`config.mk`:
```
export PLATFORM = sky130hd
export DESIGN_NAME = tcc_core
export DESIGN_NICKNAME = d
export VERILOG_FILES = /design/src/core/tcc_pkg.sv /design/src/core/tcc_core.sv
export SDC_FILE = /design/constraint.sdc
export NUM_CORES = 1
export LEC_CHECK = 0
export CAP_MARGIN = 20
export CELL_PAD_IN_SITES_DETAIL_PLACEMENT = 1
export CELL_PAD_IN_SITES_GLOBAL_PLACEMENT = 2
export CORE_ASPECT_RATIO = 0.6
export CORE_MARGIN = 1
export CORE_UTILIZATION = 39
export DETAILED_ROUTE_END_ITERATION = 6
export DONT_BUFFER_PORTS = 1
export PLACE_DENSITY_LB_ADDON = 0.2
export SYNTH_ARGS = -nofsm -noshare
export SYNTH_HDL_FRONTEND = slang
export SYNTH_SLANG_ARGS = --single-unit
```
`constraint.sdc`:
```
create_clock -name i_core_clk -period 4.71 [get_ports i_core_clk]
set_input_delay 0.2355 -clock i_core_clk [delete_from_list [all_inputs] [get_ports i_core_clk]]
set_output_delay 0.2355 -clock i_core_clk [all_outputs]
set_load 0.02 [all_outputs]
```
`src/core/tcc_pkg.sv`:
```
// Shared constants and carrier types for the three-channel timer core.
package tcc_pkg;
    // Channel count and counter width.
    localparam int          NCH      = 3;
    localparam int          CW       = 16;
    localparam int          NTAP     = 5;
    localparam logic [15:0] CNT_MAX  = 16'hFFFF;
    localparam logic [15:0] CNT_ZERO = 16'h0000;
    localparam logic [15:0] CNT_ONE  = 16'h0001;
    // Clock source select codes: taps 1..5, then external lines 0..2.
    localparam logic [2:0]  CS_TAP1  = 3'h0;
    localparam logic [2:0]  CS_XC0   = 3'h5;
    // Burst gate codes.
    localparam logic [1:0]  BU_NONE  = 2'h0;
    localparam logic [1:0]  BU_XC0   = 2'h1;
    // Block mode routing of each external clock line.
    localparam logic [1:0]  XR_PIN   = 2'h0;
    localparam logic [1:0]  XR_ANEXT = 2'h1;
    localparam logic [1:0]  XR_APREV = 2'h2;
    localparam logic [1:0]  XR_OFF   = 2'h3;

    // Channel mode register fields.
    typedef struct packed {
        logic [2:0] clk_sel;
        logic       clk_inv;
        logic [1:0] burst;
        logic       wave;
        logic       b_out;
    } tcc_mode_t;

    // Per-channel command pulses.
    typedef struct packed {
        logic sw_trig;
        logic clk_en;
        logic clk_dis;
        logic ovf_clr;
    } tcc_cmd_t;

    // Per-channel state.
    typedef struct packed {
        logic [15:0] cnt;
        logic        ovf;
        logic        en;
        logic        run;
        logic        pend;
        logic        lvl;
        logic        aout;
    } tcc_chan_t;

    // Whole-block state.
    typedef struct packed {
        logic [2:0]            pin_s1;
        logic [2:0]            pin_s2;
        logic [2:0]            ioa_s1;
        logic [2:0]            ioa_s2;
        tcc_chan_t [2:0]       ch;
    } tcc_state_t;
endpackage

```
`src/core/tcc_core.sv`:
```
// Three-channel 16-bit timer counter core with block-level clock routing.
`timescale 1ns/1ns

module tcc_core
    import tcc_pkg::*;
(
    input  wire logic                 i_core_clk,
    input  wire logic                 i_reset,
    input  wire logic [NTAP-1:0]      i_tap,
    input  wire logic [2:0]           i_ext_pin,
    input  wire logic [2:0][1:0]      i_xc_route,
    input  wire tcc_mode_t [NCH-1:0]  i_mode,
    input  wire tcc_cmd_t  [NCH-1:0]  i_cmd,
    input  wire logic                 i_block_sync,
    input  wire logic [NCH-1:0]       i_int_en,
    input  wire logic [NCH-1:0]       i_ioa_in,
    input  wire logic [NCH-1:0]       i_iob_in,
    output logic [NCH-1:0][CW-1:0]    o_count,
    output logic [NCH-1:0]            o_ovf,
    output logic [NCH-1:0]            o_clk_sta,
    output logic [NCH-1:0]            o_int,
    output logic [NCH-1:0]            o_ioa_out,
    output logic [NCH-1:0]            o_ioa_oe,
    output logic [NCH-1:0]            o_iob_out,
    output logic [NCH-1:0]            o_iob_oe
);

    // Registered state and its next value.
    // All state sits in one struct, so reset and update stay in step.
    tcc_state_t      s_q;
    tcc_state_t      s_d;
    // Level seen on each channel's A-line, for chaining.
    logic [NCH-1:0]  alev;
    // Routed external clock lines.
    logic [2:0]      xc;
    // Selected and possibly inverted clock level.
    logic [NCH-1:0]  sel_lvl;
    // Burst gate level.
    logic [NCH-1:0]  gate;
    // Qualified counting edge.
    logic [NCH-1:0]  edge_ok;
    // Trigger pulse per channel.
    logic [NCH-1:0]  trig;
    // Enable after this cycle's commands.
    logic [NCH-1:0]  en_nx;
    // Overflow event this cycle.
    logic [NCH-1:0]  ovf_set;

    // Next-state logic for the whole block.
    // Clock edges are found by comparing the selected level with the
    // level held last cycle, so every counter runs on the core clock.
    // The price is that an outside clock must stay well below it.
    // Keeping one clock also means no counter ever crosses a domain,
    // so the live count can be read at any time without a snapshot.
    // Edges closer than two core cycles apart are simply merged.
    always_comb begin
        s_d = s_q;
        // Two-flop synchronisers; only stage two is looked at.
        // Stage one may go metastable, so nothing else reads it.
        // Pins and A inputs both cross from the outside world here.
        s_d.pin_s1 = i_ext_pin;
        s_d.pin_s2 = s_q.pin_s1;
        s_d.ioa_s1 = i_ioa_in;
        s_d.ioa_s2 = s_q.ioa_s1;
        // A-line level: own output in waveform mode, else the pin.
        for (int n = 0; n < NCH; n++) begin
            if (i_mode[n].wave) begin
                alev[n] = s_q.ch[n].aout;
            end else begin
                alev[n] = s_q.ioa_s2[n];
            end
        end
        // Each external line takes its pin or another channel's A.
        // Chaining lets one channel's A output clock a neighbour.
        // The off code parks the line low so it never makes an edge.
        for (int n = 0; n < 3; n++) begin
            unique case (i_xc_route[n])
                XR_PIN:   xc[n] = s_q.pin_s2[n];
                XR_ANEXT: xc[n] = alev[(n + 1) % NCH];
                XR_APREV: xc[n] = alev[(n + 2) % NCH];
                XR_OFF:   xc[n] = 1'b0;
            endcase
        end
        // Per-channel counting.
        for (int n = 0; n < NCH; n++) begin
            // Clock source: taps below the first line code.
            if (i_mode[n].clk_sel < CS_XC0) begin
                sel_lvl[n] = i_tap[i_mode[n].clk_sel];
            end else begin
                sel_lvl[n] = xc[2'(i_mode[n].clk_sel - CS_XC0)];
            end
            // Inversion moves counting to the opposite edge.
            sel_lvl[n] = sel_lvl[n] ^ i_mode[n].clk_inv;
            // Burst lets edges through only while the line is high.
            // The gate is read in the same cycle as the edge it passes.
            // A gate that falls with the clock edge therefore blocks it.
            if (i_mode[n].burst == BU_NONE) begin
                gate[n] = 1'b1;
            end else begin
                gate[n] = xc[2'(i_mode[n].burst - BU_XC0)];
            end
            // Rising edge of the selected level, gated and running.
            edge_ok[n] = sel_lvl[n] & ~s_q.ch[n].lvl & gate[n]
                       & s_q.ch[n].en & s_q.ch[n].run;
            s_d.ch[n].lvl = sel_lvl[n];
            // Software, block sync: all are triggers.
            trig[n] = i_cmd[n].sw_trig | i_block_sync;
            // Disable wins over enable if both arrive together.
            // That way a stray enable can never undo a stop in progress.
            if (i_cmd[n].clk_dis) begin
                en_nx[n] = 1'b0;
            end else if (i_cmd[n].clk_en) begin
                en_nx[n] = 1'b1;
            end else begin
                en_nx[n] = s_q.ch[n].en;
            end
            s_d.ch[n].en = en_nx[n];
            // A trigger starts the clock only while enabled.
            if (!en_nx[n]) begin
                s_d.ch[n].run = 1'b0;
            end else if (trig[n]) begin
                s_d.ch[n].run = 1'b1;
            end
            // Count, wrap or zero on a qualified edge.
            ovf_set[n] = 1'b0;
            if (edge_ok[n]) begin
                if (s_q.ch[n].pend) begin
                    s_d.ch[n].cnt = CNT_ZERO;
                end else begin
                    s_d.ch[n].cnt = s_q.ch[n].cnt + CNT_ONE;
                    if (s_q.ch[n].cnt == CNT_MAX) begin
                        ovf_set[n] = 1'b1;
                        s_d.ch[n].aout = ~s_q.ch[n].aout;
                    end
                end
            end
            // A trigger waits for the next edge; a new one re-arms.
            // With a slow clock the old count stays visible until then.
            if (trig[n]) begin
                s_d.ch[n].pend = 1'b1;
            end else if (edge_ok[n]) begin
                s_d.ch[n].pend = 1'b0;
            end
            // Set wins over clear so no wrap is lost.
            // The clear stands for the read of the status word.
            s_d.ch[n].ovf = ovf_set[n]
                          | (s_q.ch[n].ovf & ~i_cmd[n].ovf_clr);
        end
    end

    // State register with synchronous reset.
    // Reset clears every field at once, so all channels start disabled.
    // Nothing here needs the reset to be held for more than one edge.
    always_ff @(posedge i_core_clk) begin
        if (i_reset) begin
            s_q <= '0;
        end else begin
            s_q <= s_d;
        end
    end

    // Outputs, one set per channel.
    // Data outputs other than o_int come straight from flops; only the enables follow
    // the mode inputs directly, so a mode change turns a pin at once.
    genvar g;
    generate
        for (g = 0; g < NCH; g++) begin : gen_out
            // Live count, straight from the counter flops.
            assign o_count[g]   = s_q.ch[g].cnt;
            assign o_ovf[g]     = s_q.ch[g].ovf;
            assign o_clk_sta[g] = s_q.ch[g].en;
            // Own interrupt line, masked by its enable.
            assign o_int[g]     = s_q.ch[g].ovf & i_int_en[g];
            // A drives only in waveform mode; B only if chosen.
            assign o_ioa_out[g] = s_q.ch[g].aout;
            assign o_ioa_oe[g]  = i_mode[g].wave;
            assign o_iob_out[g] = ~s_q.ch[g].aout;
            assign o_iob_oe[g]  = i_mode[g].wave & i_mode[g].b_out;
        end
    endgenerate

    generate
        for (g = 0; g < NCH; g++) begin : gen_chk

        end
    endgenerate
endmodule

```
; ---- Word level (Yosys, flattened, before mapping)
; Index checks and enable logic that the tools add are counted.
; W data, S select, Z words.
[word_totals]
register_bits = 78
latch_bits = 0
ram_bits = 0
rom_bits = 0
inputBits = 62
memories = 0
[op_classes]
addsub = 9
mul = 0
div = 0
order_cmp = 12
n_eq_ne = 12
shifts = 0
n_mux = 54
n_bitwise = 45
reduce_logical = 15
[ops]
columns = cell, count
row1 = $add A16 B1 Y16 const B, 3
row2 = $eq A16 B16 Y1 const B, 3
row3 = $mux W16, 3
row4 = $mux W1, 39
row5 = $and A1 B1 Y1, 21
row6 = $lt A2 B3 Y1 const B, 6
row7 = $not A1 Y1, 15
row8 = $bmux W1 S2, 6
row9 = $eq A2 B2 Y1 const B, 6
row10 = $logic_not A2 Y1, 6
row11 = $lt A3 B4 Y1 const B, 3
row12 = $pmux W1 S4, 3
row13 = $sub A2 B1 Y2 const B, 6
row14 = $bmux W1 S3, 3
row15 = $lt A3 B3 Y1 const B, 3
row16 = $reduce_and A3 Y1, 3
row17 = $eq A2 B1 Y1 const B, 3
row18 = $or A1 B1 Y1, 6
row19 = $reduce_bool A2 Y1, 3
row20 = $reduce_or A2 Y1, 3
row21 = $xor A1 B1 Y1, 3

; ---- Logic depth before layout (Yosys ltp)
; Gate-level depths: netlist of run 1.
[logic_depth]
depth_word = 12
ltp_mapped = 10
ltp_nobuf = 9

; ---- Worst setup path before layout of run 1
; OpenSTA, ideal clock, no wires.
[synth_timing]
path_type = flip-flop to flip-flop
start = register s_q (netlist bit o_ioa_out[1])
end = register s_q (netlist bit o_count[18])
t_arrival_ns = 2.349
path_slack_ns = 2.291
stages_incl_launch_ff = 10
path_buffers = 1
synth_period_minus_slack_ns = 2.419
path_cell_list = dfxtp_1 mux2i_1 a21oi_4 nand2_2 o2111a_1 or4_4 a211o_1 buf_6 or3b_1 a21oi_1
[synth_via]
elab_chain_len = 10
[synth_rtl]
columns = element, line_no
row1 = "start, declared", tcc_core.sv:30  ; tcc_state_t s_q;
row2 = "start signal, assigned", tcc_core.sv:156  ; s_q <= '0;
row3 = "start signal, assigned", tcc_core.sv:158  ; s_q <= s_d;
row4 = $mux W1 (*), tcc_core.sv:67  ; if (i_mode[n].wave) begin
row5 = $pmux W1 S4, tcc_core.sv:77  ; unique case (i_xc_route[n])
row6 = $bmux W1 S2, tcc_core.sv:90  ; sel_lvl[n] = xc[2'(i_mode[n].clk_sel - CS_XC0)];
row7 = $mux W1 (implied by the code), tcc_core.sv:90
row8 = $mux W1, tcc_core.sv:87  ; if (i_mode[n].clk_sel < CS_XC0) begin
row9 = $xor A1 B1 Y1, tcc_core.sv:93  ; sel_lvl[n] = sel_lvl[n] ^ i_mode[n].clk_inv;
row10 = $and A1 B1 Y1, tcc_core.sv:103  ; edge_ok[n] = sel_lvl[n] & ~s_q.ch[n].lvl & gate[n]
row11 = $and A1 B1 Y1 (*), tcc_core.sv:103
row12 = $and A1 B1 Y1 (*) (2 in series), tcc_core.sv:104  ; & s_q.ch[n].en & s_q.ch[n].run;
; Mark *: on every way between the ends. The rest lies on a longest branch, timed or not. The select of a mux whose other input is x is not followed.
; A chain may end at the register's enable or synchronous reset.

; ---- Final worst setup path of run 1
[layout_timing]
start = register s_q (netlist bit o_ioa_out[0])
end = register s_q (netlist bit o_ioa_out[0])
[layout_via]
elab_chain_len = 11
[layout_rtl]
columns = element, line_no
row1 = $mux W1, tcc_core.sv:67
row2 = $pmux W1 S4, tcc_core.sv:77
row3 = $bmux W1 S2, tcc_core.sv:90
row4 = $mux W1 (implied by the code), tcc_core.sv:90
row5 = $mux W1, tcc_core.sv:87
row6 = $xor A1 B1 Y1, tcc_core.sv:93
row7 = $and A1 B1 Y1 (2 in series), tcc_core.sv:103
row8 = $and A1 B1 Y1 (2 in series), tcc_core.sv:104
row9 = $reduce_and A3 Y1 (no line), n/a
; Several ways; a longest one is shown, not always the timed one. The select of a mux whose other input is x is not followed.

==> results of run 1 <==
-- logic make-up after synthesis --
kind of cell,synth area share
flip-flops,0.355
AO/OA/AOI/OAI,0.171
AND/OR/NAND/NOR,0.269
XOR/XNOR,0.0219
multiplexers,0.0262
buffers and inverters,0.140
adder cells (fa/ha/maj),0.0171
-- cell usage in the layout, fill, tap and decap left out, types with 3 or more instances in the layout --
cell	n
a211oi_1	5
a21o_1	4
a21oi_1	26
a31o_2	12
a31oi_1	4
a32o_1	8
and2_1	9
and3_1	26
buf_4	5
clkbuf_16	9
clkbuf_8	3
dfxtp_1	78
dlygate4sd3_1	4
ha_1	6
inv_1	15
mux2_2	4
mux2i_1	7
nand2_1	25
nand3_1	25
nand3b_1	5
nand4_1	10
nor2_1	42
nor2b_1	21
nor3_1	14
nor3b_1	5
nor4b_1	13
o21ai_0	26
o31a_1	3
o31ai_1	5
or4_1	3
xor2_1	11
-- layer usage --
layer  up-vias  track usage  share of wire
met1      1792        0.290           0.50
met4         0       0.0697          0.014
met3        16       0.0747          0.067
li1       1717            -              -
met2        94        0.332           0.42
met5         -            0              0
-- cells in the mapped netlist, types with 5 or more instances --
library cell  number  area, sq um
a211oi_1           5         37.5
a21oi_1           26          130
a31o_2            12          105
a32o_1             8         80.1
and2_1             9         56.3
and3_1            26          163
buf_4             60          450
clkbuf_1          16         60.1
dfxtp_1           78         1560
ha_1               6         75.1
inv_1             15         56.3
mux2i_1            7         70.1
nand2_1           25         93.8
nand3_1           25          125
nand3b_1           5         37.5
nand4_1           10         62.6
nor2_1            42          158
nor2b_1           21          131
nor3_1            14         70.1
nor3b_1            5         37.5
nor4b_1           13          114
o21ai_0           26          130
o31ai_1            5         37.5
xor2_1            11         96.3
-- flip-flops by register name (all words and copies together) (netlist names) --
name,flops
o_count,48
s_q,15
s_d,6
o_clk_sta,3
o_ioa_out,3
o_ovf,3
-- where the power goes --
part           switching [W]  total [W]  internal, W
combinational      0.0000535  0.0000903    0.0000368
clock               0.000280   0.000787     0.000507
sequential         0.0000127   0.000684     0.000671
total               0.000346    0.00156      0.00122
-- worst max-delay path, cell delays in order, from the launching register on --
cell     delay [ns]
dfxtp_1        0.50
mux2i_1        0.17
o21ai_1        0.47
a21oi_1        0.14
nor4b_1        0.46
xor2_1         0.19
buf_4          0.21
nand2_1        0.29
nor2_1         0.46
mux2_2         0.38
-- metrics by stage --
| step | setup slack, ns | power [W] | area (sq um) |
|---|---|---|---|
| after floorplan | 2.29 | 0.000770 | 4400 |
| after global placement | 1.43 | 0.000775 | 4050 |
| after detailed placement | 1.31 | 0.000778 | 4050 |
| after CTS | 1.30 | 0.00158 | 4450 |
| after global routing | 1.09 | 0.00162 | 4450 |
| final | 1.32 | 0.00156 | 4450 |
-- timing repair --
item	in CTS	in global routing
setup endpoints to repair	0	0
endpoints found under the hold margin	38	0
hold buffers	5	0
-- path summary, 6_finish.rpt --
path	from	slack [ns]	to
setup / recovery	o_ioa_out[0]$_SDFFE_PP0P_	1.32	o_ioa_out[0]$_SDFFE_PP0P_
setup reg to reg	o_ioa_out[0]$_SDFFE_PP0P_	1.32	o_ioa_out[0]$_SDFFE_PP0P_
hold / removal	i_cmd[3]	0.02	s_q[3]$_SDFFE_PP0P_
hold reg to reg	s_d[74]$_SDFF_PP0_	0.44	s_q[74]$_SDFF_PP0_
-- final cells by class --
class                   instances  area share
well taps                     139      0.0391
flip-flops and latches         78       0.351
multi-input cells             350       0.500
inverters                      15      0.0127
clock buffers                  13      0.0608
repair buffers                 10      0.0219
clock inverters                 3      0.0146
==> out/metrics.cfg, run 1 <==
[yosys]
yosys_warnings=0
synth_ff_type=dfxtp_1
ys_async_sr_fraction=0
synth_edf_count=0
ys_seq_area_frac=0.355
syn_area_sq_um=4400
synth_nets=595
ys_ff_latch=78
synth_cell_type_count=53
synth_cells=527
avgSynthCellArea_sq_um=8.35

[clock_network]
root_buffer=clkbuf_16
cts_buffer_depth=2
clkTransAtPathRegs_ns=0.06
cts_resized=0
cts_setup_buffers=0
numCtsBuffers=9
clock_latency_ns=0.34
tritoncts=built
cts.sinks=78
htreeDepth=3

[timing]
setup_viol=0
hold_slack_ns=0.0161
max_slew_margin=0.356
rsz0062_at_grt=no
skew_ns=0.00542
hold_violations=0
fmax_mhz=295
tns_ns=0
worst_slew_pin_slew_ns=0.964
post-route-period-util=0.720
min_period_ns=3.39
slew_violations=0

[global_route]
antenna_found_initial=0
grt_usage=0.219
grt-ovfl-total=0
grt_pass1_vias=3696
grt_start_max_net_pins=38
grt_first_pass_wirelength_mm=19.8

[cells_and_area]
diodes=0
fin_util=0.413
drive_gt1_frac=0.0917
fill_cells=1259
multiInputGateArea_sq_um=2220
seq_area_sq_um=1560
nNetsFinal=532
instances_no_fill=608
syn_to_final_growth_pct=1.02

[critical_path]
r2r_cells=9
critPathArrivalTime_ns=3.62
path_max_fanout=14
start_kind=flip-flop
critPathCaptureType=flip-flop
cp_data_required_time_ns=4.94
path_class=reg -> reg

[hold_path]
hold_path_class=in -> reg
whs_path_depth=1

[routing]
viasPerCell=5.95
wl_per_cell_microns=20.3
dr_total_vias=3619
drt_iter0_markers=233
final_antenna_net_count=0
drc_errors=12
routed_wl_mm=12.3
drt-pass1-iter-count=7

[placed_design]
dp_cells=587
place_congestion=0.762
port_buffers=0
dpl.hpwl_mm=8.81

[pwr]
vdd_drop_max_mv=0.191
powerDensity_nw_per_um2=351
p_leak_nw=1.61

[job]
max_cap_viol_count=0

[floorplanning]
pin_count=131
fp.coreArea_sq_um=10800
die_y_microns=84.3
dieArea_sq_um=11700
rows=29
die_x_microns=139
start_util=0.408

[outcome]
violations=DRC
status=complete, but fails checks

(Power assumes the default switching activity.)
==> run 2: changes to the inputs <==
--- a/config.mk
+++ b/config.mk
@@ -10,7 +10,7 @@
 export CELL_PAD_IN_SITES_GLOBAL_PLACEMENT = 2
 export CORE_ASPECT_RATIO = 0.6
 export CORE_MARGIN = 1
-export CORE_UTILIZATION = 39
+export CORE_UTILIZATION = 33
 export DETAILED_ROUTE_END_ITERATION = 6
 export DONT_BUFFER_PORTS = 1
 export PLACE_DENSITY_LB_ADDON = 0.2
==> constraint.sdc (replaced) <==
create_clock -name i_core_clk -period 3.1 [get_ports i_core_clk]
set_input_delay 0.155 -clock i_core_clk [delete_from_list [all_inputs] [get_ports i_core_clk]]
set_output_delay 0.155 -clock i_core_clk [all_outputs]
set_load 0.02 [all_outputs]
==> run 2 against run 1 <==
Effect of this change: the flow now finishes without violations; sequential share of layout area down 2.1 points; register-to-register slack lost 1.1 ns; worst setup slack worse by 1.1 ns; clock-buffer cell count decreased by 2; utilization fell by 4.7 points; worst hold slack better by 0.013 ns; wire length rose by 6.8%; maximum frequency grew 18%; first-iteration DRC count shrank 30%; largest cell class unchanged; combinational power increased by 71%.
==> out/metrics.cfg, run 2 (synthesis results as in run 1) <==
[floorplanning]
die_y_microns=91.5  ; +8.5%
fp.coreArea_sq_um=12900  ; +20%
start_util=0.340  ; -0.0681
rows=32  ; +10%
dieArea_sq_um=13800  ; +18%
die_x_microns=151  ; +8.6%
pin_count=131  ; unchanged

[timing]
slew_violations=0  ; unchanged
skew_ns=0.00578  ; +0.000357 ns
fmax_mhz=349  ; +18%
hold_violations=0  ; unchanged
setup_viol=0  ; unchanged
max_slew_margin=0.538  ; +0.182
post-route-period-util=0.925  ; +0.206
tns_ns=0  ; unchanged
worst_slew_pin_slew_ns=0.692  ; -0.272 ns
min_period_ns=2.87  ; -0.521 ns
rsz0062_at_grt=no

[clock_network]
cts_setup_buffers=0  ; unchanged
clkTransAtPathRegs_ns=0.06  ; about the same
htreeDepth=3  ; unchanged
root_buffer=clkbuf_16
numCtsBuffers=9  ; unchanged
clock_latency_ns=0.33  ; about the same
cts.sinks=78  ; unchanged
cts_buffer_depth=2  ; unchanged
tritoncts=built

[global_route]
grt_first_pass_wirelength_mm=20.5  ; +3.5%
grt_start_max_net_pins=40  ; +5.3%
grt_pass1_vias=3643  ; -1.4%
antenna_found_initial=1  ; +1
use_met2=0.282  ; -0.0503
grt-ovfl-total=0  ; unchanged
grt_usage=0.196  ; -0.0226
use_met1=0.280  ; -0.0103
busiest_layer=met2
grtUsageMet3=0.0608  ; -0.0139

[pwr]
powerDensity_nw_per_um2=512  ; +46%
comb_power_share=0.064  ; +0.006
seq_power_share=0.430  ; -0.008
p_leak_nw=1.74  ; +7.9%
power.internal_w=0.00189  ; +56%
vdd_drop_max_mv=0.242  ; +27%
power.switching_fraction=0.217  ; -0.00429
p_switching_w=0.000525  ; +52%
p_clk_frac=0.506  ; +0.002

[routing]
dr_total_vias=3748  ; +3.6%
drt_iter0_markers=162  ; -30%
viasPerCell=5.64  ; -5.2%
drt-pass1-iter-count=6  ; -1
wl_per_cell_microns=19.8  ; -2.2%
drc_errors=0  ; -12
routed_wl_mm=13.2  ; +6.8%
final_antenna_net_count=0  ; unchanged

[cells_and_area]
largest_reg_flops=48  ; unchanged
final_cell_mix=dfxtp_1, nor2_1, a21oi_1, o21ai_0, and3_1
drive_gt1_frac=0.113  ; +0.0217
nNetsFinal=558  ; +4.9%
final_common_cell=dfxtp_1
diodes=0  ; unchanged
syn_to_final_growth_pct=7.33
instances_no_fill=664  ; +9.2%

[critical_path]
path_cells=mux2i_1, a21oi_2, a21oi_1, nor4b_1, xor2_1, nand2_2, a211oi_1, dlygate4sd3_1, nor2_1
critPathArrivalTime_ns=3.09  ; -0.53 ns
path_class=reg -> reg
path_max_fanout=14  ; unchanged
reg2reg_slack_ns=0.23  ; -1.09 ns
critPathSlowestCell=dlygate4sd3_1
cp_data_required_time_ns=3.32  ; -1.62 ns
start_kind=flip-flop
critPathBufInv=1  ; unchanged
cpLargestDelayFamily=compound AO/OA/AOI/OAI gates
critPathCaptureType=flip-flop
max_stage_delay_ns=0.57  ; +0.07 ns

[placed_design]
dp_cells=630  ; +7.3%
place_congestion=0.769  ; +0.92%
dpl.hpwl_mm=9.35  ; +6.1%
port_buffers=0  ; unchanged

[outcome]
status=complete, no violations

[hold_path]
hold_path_class=in -> reg

[job]
max_cap_viol_count=0  ; unchanged

-- run 2: path summary, 6_finish.rpt --
kind / from / to / cells after the start
max: o_ioa_out[1]$_SDFFE_PP0P_ / s_q[2]$_SDFFE_PP0P_ / 9
min: i_cmd[6] / o_clk_sta[1]$_SDFF_PP0_ / 2
max reg2reg: o_ioa_out[1]$_SDFFE_PP0P_ / s_q[2]$_SDFFE_PP0P_ / 9
min reg2reg: s_d[74]$_SDFF_PP0_ / s_q[74]$_SDFF_PP0_ / 1
-- run 2: power by group through the flow --
stage          registers, W  clock network, W  logic, W
5_1_grt             0.00104           0.00130  0.000172
4_1_cts             0.00104           0.00126  0.000155
6_report            0.00104           0.00122  0.000154
3_5_place_dp        0.00106                 0  0.000122
3_3_place_gp        0.00106                 0  0.000119
2_1_floorplan       0.00105                 0  0.000123
-- run 2: cell type report --
class | count | area [sq um]
clock buffer | 11 | 243
clock inverter | 4 | 95.1
fill | 1528 | 8210
inverter | 15 | 56.3
multi-input combinational | 350 | 2230
sequential | 78 | 1560
tap | 170 | 213
timing repair buffer | 36 | 328
-- run 2: timing repair --
action / in CTS / in global routing
setup endpoints to repair: 0 / 1
gates resized for setup: 0 / 2
endpoints found under the hold margin: 42 / 0
hold buffers: 19 / 0
-- run 2: worst register-to-register path: cells and delay by family (launching register included) --
family	cells	cell delay, ns
AOI/OAI and AO/OA	3	0.73
and+or+nand+nor	3	0.72
buffers and inverters	1	0.57
DFF	1	0.33
xor gates and xnor gates	1	0.26
muxes	1	0.16
-- run 2: per-stage QoR --
step	worst slack [ns]	utilization	hold WS (ns)	power (W)	area, sq um
floorplan	0.681	-	0.244	0.00117	4400
global placement	0.360	0.323	0.230	0.00118	4180
detailed placement	0.238	0.323	0.232	0.00118	4180
CTS	0.0314	0.365	0.0243	0.00245	4720
global route	0.0105	0.365	0.0295	0.00252	4720
finish	0.231	0.365	0.0290	0.00242	4720
-- run 2: metal layers --
layer	part of all wire	wire (microns)
met1	0.49	6510
met5	0	0
met2	0.42	5490
met3	0.079	1050
met4	0.0086	113
